==> config.mk <==
export PLATFORM = sky130hd
export DESIGN_NAME = ctx_exec
export DESIGN_NICKNAME = d
export VERILOG_FILES = /design/src/common/ctx_pkg.sv /design/src/verilog/ctx_decode.sv /design/src/verilog/ctx_exec.sv
export SDC_FILE = /design/constraint.sdc
export NUM_CORES = 1
export LEC_CHECK = 0
export ABC_AREA = 1
export BUFFER_PORTS_ARGS = -buffer_cell sky130_fd_sc_hd__buf_2
export CORE_ASPECT_RATIO = 1.1
export CORE_UTILIZATION = 57
export CTS_CLUSTER_DIAMETER = 80
export DETAILED_ROUTE_END_ITERATION = 8
export GPL_ROUTABILITY_DRIVEN = 0
export GPL_TIMING_DRIVEN = 0
export PLACE_DENSITY = 0.91
export RECOVER_POWER = 100
export SETUP_SLACK_MARGIN = 0.3
export SYNTH_ARGS = -nofsm -noshare
export SYNTH_HDL_FRONTEND = slang
export SYNTH_HIERARCHICAL = 1
export SYNTH_SLANG_ARGS = --single-unit
==> constraint.sdc <==
create_clock -name ref_clk -period 7.82 [get_ports ref_clk]
set_clock_uncertainty 0.2 [all_clocks]
set_input_delay 0.782 -clock ref_clk [delete_from_list [all_inputs] [get_ports ref_clk]]
set_output_delay 0.782 -clock ref_clk [all_outputs]
set_load 0.05 [all_outputs]
==> src/common/ctx_pkg.sv <==
package ctx_pkg;
	// ====================================================
	// opcodes handled here
	localparam logic [7:0] OP_TEST_FIRST = 8'h72;
	localparam logic [7:0] OP_TEST_LAST  = 8'h77;
	localparam logic [7:0] OP_WTEST_RR   = 8'h78;
	localparam logic [7:0] OP_WTEST_LIT  = 8'h79;
	localparam logic [7:0] OP_TRAP       = 8'hf2;
	localparam logic [7:0] OP_XOR_FIRST  = 8'hb2;
	localparam logic [7:0] OP_XOR_LAST   = 8'hb7;
	localparam logic [7:0] OP_WXOR_RR    = 8'hb8;
	localparam logic [7:0] OP_WXOR_LIT   = 8'hb9;
	// low nibble selects the operand form
	localparam logic [3:0] FORM_RR       = 4'h2;
	localparam logic [3:0] FORM_RIR      = 4'h3;
	localparam logic [3:0] FORM_R8R8     = 4'h4;
	localparam logic [3:0] FORM_R8IR     = 4'h5;
	localparam logic [3:0] FORM_R8IM     = 4'h6;
	localparam logic [3:0] FORM_IRIM     = 4'h7;
	localparam logic [3:0] FORM_XRR      = 4'h8;
	localparam logic [3:0] FORM_XIM      = 4'h9;
	localparam logic [3:0] WORK_PAGE_NIB = 4'he;
	// fetch lengths and documented cycle counts
	localparam logic [2:0] LEN_TWO       = 3'h2;
	localparam logic [2:0] LEN_THREE     = 3'h3;
	localparam logic [2:0] LEN_WIDE      = 3'h4;
	localparam logic [3:0] CYC_THREE     = 4'h3;
	localparam logic [3:0] CYC_FOUR      = 4'h4;
	localparam logic [3:0] CYC_TRAP      = 4'h6;
	// flag byte layout
	localparam int FLG_C = 7;
	localparam int FLG_Z = 6;
	localparam int FLG_S = 5;
	localparam int FLG_V = 4;
	localparam int FLG_D = 3;
	localparam int FLG_H = 2;
	localparam logic [15:0] TRAP_PC_DEC  = 16'h0002;
	localparam logic [15:0] TRAP_FLG_DEC = 16'h0001;
	localparam logic [15:0] NEXT_BYTE    = 16'h0001;

	// ====================================================
	// types
	typedef enum logic [1:0] {CLS_NONE, CLS_TEST, CLS_XOR, CLS_TRAP} ctx_cls_t;
	typedef enum logic [3:0] {
		ST_IDLE, ST_SPTR, ST_SRC, ST_DPTR, ST_DST,
		ST_PCL, ST_FLG, ST_VHI, ST_VLO, ST_VEND, ST_PAIRH, ST_PAIRL
	} ctx_state_t;
	typedef struct packed {
		ctx_cls_t    cls;
		logic        srcImm;
		logic        srcInd;
		logic        dstInd;
		logic [11:0] srcAddr;
		logic [11:0] dstAddr;
		logic [7:0]  imm;
		logic [2:0]  len;
		logic [3:0]  cycles;
	} ctx_dec_t;
	typedef struct packed {
		logic        req;
		logic        we;
		logic        prog;
		logic [15:0] addr;
		logic [7:0]  wdata;
	} ctx_mem_t;

	// ====================================================
	// helpers
	function automatic logic [11:0] workAddr(input logic [7:0] base, input logic [3:0] nib);
		return {base, nib};
	endfunction
	// an 8-bit register in the working page maps onto the working set
	function automatic logic [11:0] regAddr(input logic [7:0] base, input logic [7:0] r);
		return (r[7:4] == WORK_PAGE_NIB) ? workAddr(base, r[3:0]) : {4'h0, r};
	endfunction
	function automatic logic [15:0] signExt8(input logic [7:0] b);
		return {{8{b[7]}}, b};
	endfunction
	function automatic ctx_mem_t memRd(input logic prog, input logic [15:0] a);
		return '{req: 1'b1, we: 1'b0, prog: prog, addr: a, wdata: 8'h00};
	endfunction
	function automatic ctx_mem_t memWr(input logic [15:0] a, input logic [7:0] d);
		return '{req: 1'b1, we: 1'b1, prog: 1'b0, addr: a, wdata: d};
	endfunction
	function automatic logic [7:0] flagsFor(input logic [7:0] prior, input logic [7:0] res);
		logic [7:0] f;
		f = prior;
		f[FLG_Z] = (res == 8'h00);
		f[FLG_S] = res[7];
		f[FLG_V] = 1'b0;
		return f;
	endfunction
endpackage

==> src/verilog/ctx_decode.sv <==
`timescale 1ns/10ps
module ctx_decode (
	input  wire logic [7:0]      opcode,   // opcode byte
	input  wire logic [7:0]      op1,      // first operand byte
	input  wire logic [7:0]      op2,      // second operand byte
	input  wire logic [7:0]      op3,      // third operand byte
	input  wire logic [7:0]      workBase, // working set base, addr bits 11:4
	output ctx_pkg::ctx_dec_t    dec       // decoded instruction
);
	// ====================================================
	// class
	wire logic [3:0] form    = opcode[3:0];
	wire logic       isTest  = (opcode >= ctx_pkg::OP_TEST_FIRST && opcode <= ctx_pkg::OP_TEST_LAST)
	                         || opcode == ctx_pkg::OP_WTEST_RR || opcode == ctx_pkg::OP_WTEST_LIT;
	wire logic       isXor   = (opcode >= ctx_pkg::OP_XOR_FIRST && opcode <= ctx_pkg::OP_XOR_LAST)
	                         || opcode == ctx_pkg::OP_WXOR_RR || opcode == ctx_pkg::OP_WXOR_LIT;
	wire logic       isTrap  = (opcode == ctx_pkg::OP_TRAP);
	wire logic [11:0] wideSrc = {op1, op2[7:4]};
	wire logic [11:0] wideDst = {op2[3:0], op3};

	// ====================================================
	// operand fields, length and cycles per form
	always_comb begin
		dec = '0;
		dec.cls = isTrap ? ctx_pkg::CLS_TRAP : isTest ? ctx_pkg::CLS_TEST :
		          isXor ? ctx_pkg::CLS_XOR : ctx_pkg::CLS_NONE;
		if (isTrap) begin
			dec.imm    = op1;
			dec.len    = ctx_pkg::LEN_TWO;
			dec.cycles = ctx_pkg::CYC_TRAP;
		end else if (isTest || isXor) begin
			unique case (form)
				ctx_pkg::FORM_RR: begin
					dec.dstAddr = ctx_pkg::workAddr(workBase, op1[7:4]);
					dec.srcAddr = ctx_pkg::workAddr(workBase, op1[3:0]);
					dec.len = ctx_pkg::LEN_TWO;   dec.cycles = ctx_pkg::CYC_THREE;
				end
				ctx_pkg::FORM_RIR: begin
					dec.dstAddr = ctx_pkg::workAddr(workBase, op1[7:4]);
					dec.srcAddr = ctx_pkg::workAddr(workBase, op1[3:0]);
					dec.srcInd = 1'b1;
					dec.len = ctx_pkg::LEN_TWO;   dec.cycles = ctx_pkg::CYC_FOUR;
				end
				ctx_pkg::FORM_R8R8, ctx_pkg::FORM_R8IR: begin
					dec.srcAddr = ctx_pkg::regAddr(workBase, op1);
					dec.dstAddr = ctx_pkg::regAddr(workBase, op2);
					dec.srcInd = (form == ctx_pkg::FORM_R8IR);
					dec.len = ctx_pkg::LEN_THREE;
					dec.cycles = dec.srcInd ? ctx_pkg::CYC_FOUR : ctx_pkg::CYC_THREE;
				end
				ctx_pkg::FORM_R8IM, ctx_pkg::FORM_IRIM: begin
					dec.dstAddr = ctx_pkg::regAddr(workBase, op1);
					dec.imm = op2;
					dec.srcImm = 1'b1;
					dec.dstInd = (form == ctx_pkg::FORM_IRIM);
					dec.len = ctx_pkg::LEN_THREE;
					dec.cycles = dec.dstInd ? ctx_pkg::CYC_FOUR : ctx_pkg::CYC_THREE;
				end
				ctx_pkg::FORM_XRR: begin
					dec.srcAddr = wideSrc;
					dec.dstAddr = wideDst;
					dec.len = ctx_pkg::LEN_WIDE;  dec.cycles = ctx_pkg::CYC_THREE;
				end
				default: begin // FORM_XIM, the only one left in range
					dec.imm = op1;
					dec.srcImm = 1'b1;
					dec.dstAddr = wideDst;
					dec.len = ctx_pkg::LEN_WIDE;  dec.cycles = ctx_pkg::CYC_THREE;
				end
			endcase
		end
	end
endmodule

==> src/verilog/ctx_exec.sv <==
`timescale 1ns/10ps
// Functional notes
// - opcodes 72-77: AND operands, no write, Z/S from result, V cleared
// - opcodes 78/79: wide-address AND test, same flags, four fetch bytes
// - trap pushes PC at SP-2, then flags at one below
// - F2 plus vector: after pushes load PC from vector location, flags unchanged
// - opcodes B2-B7: XOR written to destination, Z/S from result, V cleared
// - opcodes B8/B9: wide-address XOR stored to wide destination
// - result flags follow outcome, unaffected flags kept, cleared flags zero
// - displacement byte is sign-extended before adding to base
// - pointer pair: two working registers form a sixteen-bit address
module ctx_exec (
	input  wire logic              ref_clk,     // cpu clock
	input  wire logic              sys_rst,     // async reset, high
	input  wire logic              instrValid,  // instruction bytes present
	input  wire logic [7:0]        opcode,      // opcode byte
	input  wire logic [7:0]        op1,         // operand byte 1
	input  wire logic [7:0]        op2,         // operand byte 2
	input  wire logic [7:0]        op3,         // operand byte 3
	input  wire logic [7:0]        workBase,    // working set base
	input  wire logic [15:0]       pcIn,        // address of next instruction
	input  wire logic [15:0]       spIn,        // current stack pointer
	input  wire logic [7:0]        flagsIn,     // current flags
	input  wire logic [7:0]        memRdata,    // read data, same cycle as request
	input  wire logic              pairReq,     // pointer pair lookup request
	input  wire logic [2:0]        pairSel,     // working pair index
	input  wire logic [15:0]       dispBase,    // base for displacement add
	input  wire logic [7:0]        dispByte,    // signed displacement
	output ctx_pkg::ctx_mem_t      memReq,      // memory request, one cycle
	output logic                   busy,        // not accepting work
	output logic                   done,        // instruction finished pulse
	output logic                   illegal,     // opcode not of this group
	output logic                   lenValid,    // length fields valid pulse
	output logic [2:0]             instrLen,    // bytes to advance PC
	output logic [3:0]             instrCycles, // documented cycle count
	output logic [7:0]             flagsOut,    // new flags
	output logic                   flagsWe,     // flags write pulse
	output logic [15:0]            spOut,       // new stack pointer
	output logic                   spWe,        // stack pointer write pulse
	output logic [15:0]            pcOut,       // new program counter
	output logic                   pcWe,        // program counter write pulse
	output logic [15:0]            pairPtr,     // pointer read from pair
	output logic                   pairDone,    // pair pointer valid pulse
	output logic [15:0]            dispAddr     // base plus displacement
);
	typedef struct packed {
		ctx_pkg::ctx_state_t state;
		ctx_pkg::ctx_dec_t   dec;
		logic [7:0]          srcVal;
		logic [11:0]         dstEff;
		logic [15:0]         spWork;
		logic [7:0]          vecHi;
		ctx_pkg::ctx_mem_t   mem;
		logic                done;
		logic                illegal;
		logic                lenValid;
		logic [2:0]          instrLen;
		logic [3:0]          instrCycles;
		logic [7:0]          flagsOut;
		logic                flagsWe;
		logic [15:0]         spOut;
		logic                spWe;
		logic [15:0]         pcOut;
		logic                pcWe;
		logic [15:0]         pairPtr;
		logic                pairDone;
		logic                busy;
	} ctx_regs_t;

	ctx_regs_t          regsQ;
	ctx_regs_t          regsD;
	ctx_pkg::ctx_dec_t  dec;
	logic [15:0]        dispAddrQ;

	ctx_decode u_decode (
		.opcode   (opcode),
		.op1      (op1),
		.op2      (op2),
		.op3      (op3),
		.workBase (workBase),
		.dec      (dec)
	);

	// ====================================================
	// selection
	wire logic              idle     = (regsQ.state == ctx_pkg::ST_IDLE);
	wire logic              accept   = idle && instrValid;
	wire ctx_pkg::ctx_dec_t dstSel   = idle ? dec : regsQ.dec;
	wire ctx_pkg::ctx_state_t dstNext = dstSel.dstInd ? ctx_pkg::ST_DPTR : ctx_pkg::ST_DST;
	wire logic              isXor    = (regsQ.dec.cls == ctx_pkg::CLS_XOR);
	wire logic [7:0]        aluRes   = isXor ? (regsQ.srcVal ^ memRdata)
	                                         : (regsQ.srcVal & memRdata);
	wire logic [15:0]       pairAddr = {4'h0, ctx_pkg::workAddr(workBase, {pairSel, 1'b0})};
	wire logic [15:0]       vecAddr  = {8'h00, regsQ.dec.imm};

	// ====================================================
	// sequencing
	always_comb begin
		regsD          = regsQ;
		regsD.mem      = '0;
		regsD.done     = 1'b0;
		regsD.illegal  = 1'b0;
		regsD.lenValid = 1'b0;
		regsD.flagsWe  = 1'b0;
		regsD.spWe     = 1'b0;
		regsD.pcWe     = 1'b0;
		regsD.pairDone = 1'b0;
		unique case (regsQ.state)
			ctx_pkg::ST_IDLE: begin
				if (instrValid) begin
					regsD.dec         = dec;
					regsD.lenValid    = 1'b1;
					regsD.instrLen    = dec.len;
					regsD.instrCycles = dec.cycles;
					if (dec.cls == ctx_pkg::CLS_NONE) begin
						regsD.illegal = 1'b1;
					end else if (dec.cls == ctx_pkg::CLS_TRAP) begin
						regsD.spWork = spIn - ctx_pkg::TRAP_PC_DEC;
						regsD.mem    = ctx_pkg::memWr(spIn - ctx_pkg::TRAP_PC_DEC, pcIn[15:8]);
						regsD.state  = ctx_pkg::ST_PCL;
					end else if (dec.srcInd) begin
						regsD.mem   = ctx_pkg::memRd(1'b0, {4'h0, dec.srcAddr});
						regsD.state = ctx_pkg::ST_SPTR;
					end else if (dec.srcImm) begin
						regsD.srcVal = dec.imm;
						regsD.dstEff = dstSel.dstAddr;
						regsD.mem    = ctx_pkg::memRd(1'b0, {4'h0, dstSel.dstAddr});
						regsD.state  = dstNext;
					end else begin
						regsD.mem   = ctx_pkg::memRd(1'b0, {4'h0, dec.srcAddr});
						regsD.state = ctx_pkg::ST_SRC;
					end
				end else if (pairReq) begin
					regsD.mem   = ctx_pkg::memRd(1'b0, pairAddr);
					regsD.state = ctx_pkg::ST_PAIRH;
				end
			end
			ctx_pkg::ST_SPTR: begin
				regsD.mem   = ctx_pkg::memRd(1'b0, {8'h00, memRdata});
				regsD.state = ctx_pkg::ST_SRC;
			end
			ctx_pkg::ST_SRC: begin
				regsD.srcVal = memRdata;
				regsD.dstEff = dstSel.dstAddr;
				regsD.mem    = ctx_pkg::memRd(1'b0, {4'h0, dstSel.dstAddr});
				regsD.state  = dstNext;
			end
			ctx_pkg::ST_DPTR: begin
				regsD.dstEff = {4'h0, memRdata};
				regsD.mem    = ctx_pkg::memRd(1'b0, {8'h00, memRdata});
				regsD.state  = ctx_pkg::ST_DST;
			end
			ctx_pkg::ST_DST: begin
				regsD.flagsOut = ctx_pkg::flagsFor(flagsIn, aluRes);
				regsD.flagsWe  = 1'b1;
				// test forms discard the AND value; only XOR stores
				if (isXor) begin
					regsD.mem = ctx_pkg::memWr({4'h0, regsQ.dstEff}, aluRes);
				end
				regsD.done  = 1'b1;
				regsD.state = ctx_pkg::ST_IDLE;
			end
			ctx_pkg::ST_PCL: begin
				regsD.mem   = ctx_pkg::memWr(regsQ.spWork + ctx_pkg::NEXT_BYTE, pcIn[7:0]);
				regsD.state = ctx_pkg::ST_FLG;
			end
			ctx_pkg::ST_FLG: begin
				regsD.spWork = regsQ.spWork - ctx_pkg::TRAP_FLG_DEC;
				regsD.mem    = ctx_pkg::memWr(regsQ.spWork - ctx_pkg::TRAP_FLG_DEC, flagsIn);
				regsD.spOut  = regsQ.spWork - ctx_pkg::TRAP_FLG_DEC;
				regsD.spWe   = 1'b1;
				regsD.state  = ctx_pkg::ST_VHI;
			end
			ctx_pkg::ST_VHI: begin
				regsD.mem   = ctx_pkg::memRd(1'b1, vecAddr);
				regsD.state = ctx_pkg::ST_VLO;
			end
			ctx_pkg::ST_VLO: begin
				regsD.vecHi = memRdata;
				regsD.mem   = ctx_pkg::memRd(1'b1, vecAddr + ctx_pkg::NEXT_BYTE);
				regsD.state = ctx_pkg::ST_VEND;
			end
			ctx_pkg::ST_VEND: begin
				regsD.pcOut = {regsQ.vecHi, memRdata};
				regsD.pcWe  = 1'b1;
				regsD.done  = 1'b1;
				regsD.state = ctx_pkg::ST_IDLE;
			end
			ctx_pkg::ST_PAIRH: begin
				regsD.pairPtr[15:8] = memRdata;
				regsD.mem   = ctx_pkg::memRd(1'b0, pairAddr + ctx_pkg::NEXT_BYTE);
				regsD.state = ctx_pkg::ST_PAIRL;
			end
			ctx_pkg::ST_PAIRL: begin
				regsD.pairPtr[7:0] = memRdata;
				regsD.pairDone     = 1'b1;
				regsD.state        = ctx_pkg::ST_IDLE;
			end
		endcase
		regsD.busy = (regsD.state != ctx_pkg::ST_IDLE);
	end

	always_ff @(posedge ref_clk or posedge sys_rst) begin
		if (sys_rst) begin
			regsQ <= '0;
		end else begin
			regsQ <= regsD;
		end
	end

	// registered so address arithmetic never sits on the caller's path
	always_ff @(posedge ref_clk or posedge sys_rst) begin
		if (sys_rst) begin
			dispAddrQ <= '0;
		end else begin
			dispAddrQ <= dispBase + ctx_pkg::signExt8(dispByte);
		end
	end

	// ====================================================
	// outputs
	assign memReq      = regsQ.mem;
	assign busy        = regsQ.busy;
	assign done        = regsQ.done;
	assign illegal     = regsQ.illegal;
	assign lenValid    = regsQ.lenValid;
	assign instrLen    = regsQ.instrLen;
	assign instrCycles = regsQ.instrCycles;
	assign flagsOut    = regsQ.flagsOut;
	assign flagsWe     = regsQ.flagsWe;
	assign spOut       = regsQ.spOut;
	assign spWe        = regsQ.spWe;
	assign pcOut       = regsQ.pcOut;
	assign pcWe        = regsQ.pcWe;
	assign pairPtr     = regsQ.pairPtr;
	assign pairDone    = regsQ.pairDone;
	assign dispAddr    = dispAddrQ;

	wire logic inDstTest = (regsQ.state == ctx_pkg::ST_DST) && (regsQ.dec.cls == ctx_pkg::CLS_TEST);
	wire logic inDstXor  = (regsQ.state == ctx_pkg::ST_DST) && isXor;
	wire logic trapGo    = accept && (dec.cls == ctx_pkg::CLS_TRAP);
endmodule

* Word level (Yosys, flattened, before mapping)
Index checks and enable logic that the tools add are counted.
** Operators by class
- $add $sub $neg :: 6
- Order comparisons :: 4
- Equal/unequal tests :: 33
- Mux-type cells :: 52
- Bitwise gates (word level) :: 2
- Reduce and logical (&&, ||, !) cells :: 25
** Operators by type and width (count)
- $pmux 27 s9 :: 1
- $mux 27 :: 5
- $pmux 12 s3 :: 3
- $mux 20 :: 5
- $mux 36 :: 2
- $mux 42 :: 1
- $mux 40 :: 1
- $pmux 4 s10 :: 1
- $eq 4x3->1 const B :: 8
- $pmux 16 s2 :: 1
- $pmux 8 s2 :: 2
- $eq 4x4->1 const B :: 7
- $pmux 7 s4 :: 1
- $mux 26 :: 1
- $eq 8x8->1 const B :: 3
- $mux 12 :: 2
- $mux 3 :: 6
- $mux 9 :: 2
- $add 16x1->16 const B :: 1
- $add 16x16->16 :: 1
- $eq 4x2->1 const B :: 4
- $eq 8x7->1 const B :: 2
- $mux 16 :: 1
- $sub 16x1->16 const B :: 1
- 33 further kinds :: 60
** Word-level totals
- Bits in registers :: 196
- Input bits :: 119
- Output and inout port bits :: 114
- Logic and storage cells :: 153

* Depth between registers and ports, before layout
- Depth in word-level cells :: 16
- Mapped depth :: 19
- Mapped depth without buffers :: 18

* Cells and area by module
The synthesis kept the hierarchy.
** Modules (own cells, without submodules)
- ctx_exec :: instances 1, cells an instance 1491, area each 10882.9 um^2, seq. area each 4604.4 um^2
- ctx_decode :: instances 1, cells an instance 259, area each 1161.1 um^2, seq. area each 0.0 um^2

* Worst setup path before layout
OpenSTA, ideal clock, no wires.
- Path type :: input-to-reg
- Start point :: input opcode[1]
- End point :: register regsQ[130] in the netlist's numbering
- Library setup time :: 117 ps
- Data arrival time :: 2629 ps
- Required time :: 7503 ps
- Path slack :: 4874 ps
- Stages :: 17
- Buffers on the path :: 3
- Cell sequence :: inv_1 nand3_1 nand2_1 o21ai_2 buf_4 buf_2 nor2_1 inv_2 nor2_4 inv_2 nor2_1 o21ai_2 nor2_8 inv_1 buf_2 nand2_1 nand2_1
** RTL lines
- from (decl) :: RTL line ctx_exec.sv:16 : input wire logic [7:0] opcode,
- to (signal assigned) :: RTL line ctx_exec.sv:207 : regsQ <= regsD;
- to (decl) :: RTL line ctx_exec.sv:70 : ctx_regs_t regsQ;

==> impl_results.md <==
- Outcome: complete, but fails checks
- Failing checks: design-rule violations, max-capacitance violations, max-slew violations
- Layout Cells excl Fill: 2273
- Std cell rows: 55
- Startpoint kind of the worst setup timing path: input port
- Via count: between 10000 and 15000
- Post-synthesis average cell area: approximately 6.9 µm²
- Depth of the CTS H-tree: 4
- Relative contribution of the clock network to total power: between 15 and 20%
- GRT Util Overall: 36.00%
- Total setup violations reported at the end of the flow: 0
- Period utilization: a little over half
- Post-synthesis async set-or-reset flop share: 100.0%
- Yosys reg bits: 184
- Post-synth EDFFs: 0
- Die Area: 0.02172 mm²
- Routed wirelength normalized by instance count: ~17 µm
- Top Ports: 233
- Setup repair after global routing missed its margin: false
- Post-CTS clock slew at the launch and capture registers of the worst setup and hold paths: 0.07 ns
- Commonest register cell after synthesis: sky130_fd_sc_hd__dfrtp_1
- Antenna violations before repair: 3
- Hold crit path type: reg -> reg
- Skew-Pair Late Insertion Delay: 0.45 ns
- Maximum number of pins on one net before global-route repair: 96
- Count of placed standard cells including taps: between 2000 and 2500
- Die Span Y: about 150 µm
- Commonest non-fill, non-tap cell in the layout: sky130_fd_sc_hd__nand2_1
- Crit path launch: opcode[2]
- Worst Tran Pin Value: 3.940 ns
- Max transition margin: -164.1%
- Number of filler cells placed in the layout: 1803
- Required @ worst endpoint: 7.96 ns
- Hold Startpoint: instrCycles[2]
- Final instance area: 0.01392 mm²
- Gr ovfl total: 0
- Count of clock tree sinks: 184
- Via count of the first global-routing pass: approximately 12000
- Starting density of the core: roughly three fifths
- Switching part of the total: 50.89%
- Total of cells resized after clock tree synthesis: 0
- Fin nets: ~2100
- Shortest period the worst path allows: ~4.2 ns
- Wire length of the first global-routing pass: slightly above 60 mm
- Synth unique cells: 42
- Static leakage: 7.428 nW
- Final count of pins violating max slew: 90
- Total detailed-routing wirelength: 38.43 mm
- Clk root buf: sky130_fd_sc_hd__clkbuf_16
- Max Clock Freq: 0.2388 GHz
- Placed instance area: 0.01356 mm²
- Seq/Total Area, Yosys: 38.23%
- Net switching power of the design: 2.595 mW
- Crit path kind: in -> reg
- Pwr dens: approximately 370 mW/mm²
- Std-Cell Core Area: 0.02064 mm²
- Number of search-and-repair iterations in the first detailed-routing pass: 9
- Max-capacitance violation count: 1
- Portion of total power attributed to combinational logic: between 50% and 60%
- Number of buffer cells added on primary ports: 231
- Yosys warning total: 6
- Syn-to-layout area delta: 15.58%
- Clock tree from TritonCTS: done
- Clk buf depth: 2
- Highest net fanout along the worst path: 10
- Sequential cell fraction of total power: 30.2%
- Violation count after the first detailed-routing iteration: 1715
- Die width: around 140 µm
- Synth Cell Area: between 0.01 and 0.015 mm²
- Number of nets still failing antenna checks after routing: 0
- Data arrival at the endpoint of the critical path: 4.32 ns
- Cells after synthesis: 1750
- Fraction of final layout cells sized beyond drive strength 1: 14.15%
- Commonest cells after routing, fill and taps aside: sky130_fd_sc_hd__nand2_1 (671), sky130_fd_sc_hd__dfrtp_1 (184), sky130_fd_sc_hd__nand3_1 (156)
- Internal power of the cells: 2.504 mW
- Launch point of the worst reg-to-reg path: regsQ[186]
- Endpoint kind of the worst setup timing path: register
- Count of hold buffers inserted by post-cts repair: 0
- Avg Vias per Cell: 5.746
- Count of endpoints failing hold in the final timing report: 0
- Highest ir drop seen on vdd: 0.2300 mV
- Number of post-CTS setup repair buffers: 0
- Syn_nets: 1897
- Inserted Clock Buffers: 17
- Drt drc: 6
- Post-detail-place hpwl: 28.54 mm
## power by group through the flow
stage               combinational, mW  clock (mW)  sequential (mW)
floorplan                        2.02           0             1.58
global placement                 2.63           0             1.53
detailed placement               2.70           0             1.54
CTS                              2.72       0.883             1.53
global route                     2.87       0.926             1.58
finish                           2.67       0.884             1.54
## metal layers
metal  vias to the layer above  part of all wire, %  global-route usage [%]
met5                         -                    0                       0
met4                         0                  6.0                   19.46
met3                       247                   13                   10.03
met2                       953                   45                   57.31
met1                      5825                   37                   44.50
li1                       6036                    -                       -
## path summary, 6_finish.rpt
path / slack, ns / endpoint / depth (start not counted)
setup / recovery: 3.63 / regsQ[135] / 16
hold / removal: 0.28 / instrCycles[2] / 2
setup reg to reg: 4.33 / regsQ[135] / 11
hold reg to reg: 0.28 / instrCycles[2] / 2
max in group asynchronous: 4.36 / dispAddr[3] / 2
min in group asynchronous: 1.31 / pcOut[7] / 2
## stage by stage
step           setup TNS [ns]  util [%]  setup slack, ns  hold WS, ns  power [mW]
2_1_floorplan               0         -            1.838       0.2422       3.599
4_1_cts                     0     68.53            4.579       0.2593       5.133
3_3_place_gp           -12.77     65.49         -0.08063       0.2541       4.161
3_5_place_dp                0     65.66            4.174       0.2583       4.241
5_1_grt                     0     67.43            3.404       0.3007       5.368
6_report                    0     67.43            3.633       0.2759       5.098
## registers in the layout, summed over array words and instances, names as in the netlist, 3 cells and up
signal / flops
pcOut: 16
flagsOut: 7
dispAddr: 16
instrCycles: 4
memReq: 27
spOut: 16
regsQ: 71
instrLen: 3
pairPtr: 16
## Yosys cell counts (all sizes together), types with 11 or more instances
cell	count	area, µm²
a21oi	45	225.2
ha	27	337.8
a31oi	13	81.33
nor2	133	573.1
nor3	11	65.06
buf	124	878.3
inv	152	570.6
nand4	15	93.84
nand3	156	780.8
o21ai	131	674.4
dfrtp	184	4604
clkbuf	13	48.80
xor2	12	105.1
o2111ai	12	105.1
nand2	671	2539
## logic make-up after synthesis
kind of cell | after synthesis | share of synthesized area, %
xor+xnor | 17 | 1.236
compound gates | 229 | 10.66
fa+ha+maj | 28 | 2.971
other cells | 2 | 0.06235
simple gates | 998 | 34.31
flops | 184 | 38.23
buf+inv | 292 | 12.53
## layout make-up
class                      count  area [µm²]  share of cell area [%]
clock inverter                14       153.9                   1.106
sequential                   184        4604                   33.08
antenna                        3       7.507                 0.05393
timing repair buffer         232        1040                   7.469
buffer                       137       905.9                   6.507
multi-input combinational   1274        5867                   42.14
inverter                     155       583.1                   4.188
tap                          256       320.3                   2.301
clock buffer                  18       439.2                   3.155
## critical path, cell delays in order
cell and delay (ns):
sky130_fd_sc_hd__clkbuf_1 0.14, sky130_fd_sc_hd__inv_1 0.11, sky130_fd_sc_hd__nand2_1 0.08, sky130_fd_sc_hd__nor3_1 0.72
sky130_fd_sc_hd__nand2_1 0.25, sky130_fd_sc_hd__nand2_1 0.20, sky130_fd_sc_hd__nand2_1 0.16, sky130_fd_sc_hd__inv_1 0.30
sky130_fd_sc_hd__o21ai_0 0.17, sky130_fd_sc_hd__o21ai_0 0.32, sky130_fd_sc_hd__nor2_8 0.10, sky130_fd_sc_hd__nand2_1 0.34
sky130_fd_sc_hd__clkinv_1 0.15, sky130_fd_sc_hd__clkbuf_1 0.29, sky130_fd_sc_hd__nand2_1 0.14, sky130_fd_sc_hd__nand2_1 0.06
Note: power is estimated with default switching activity, not from simulation.
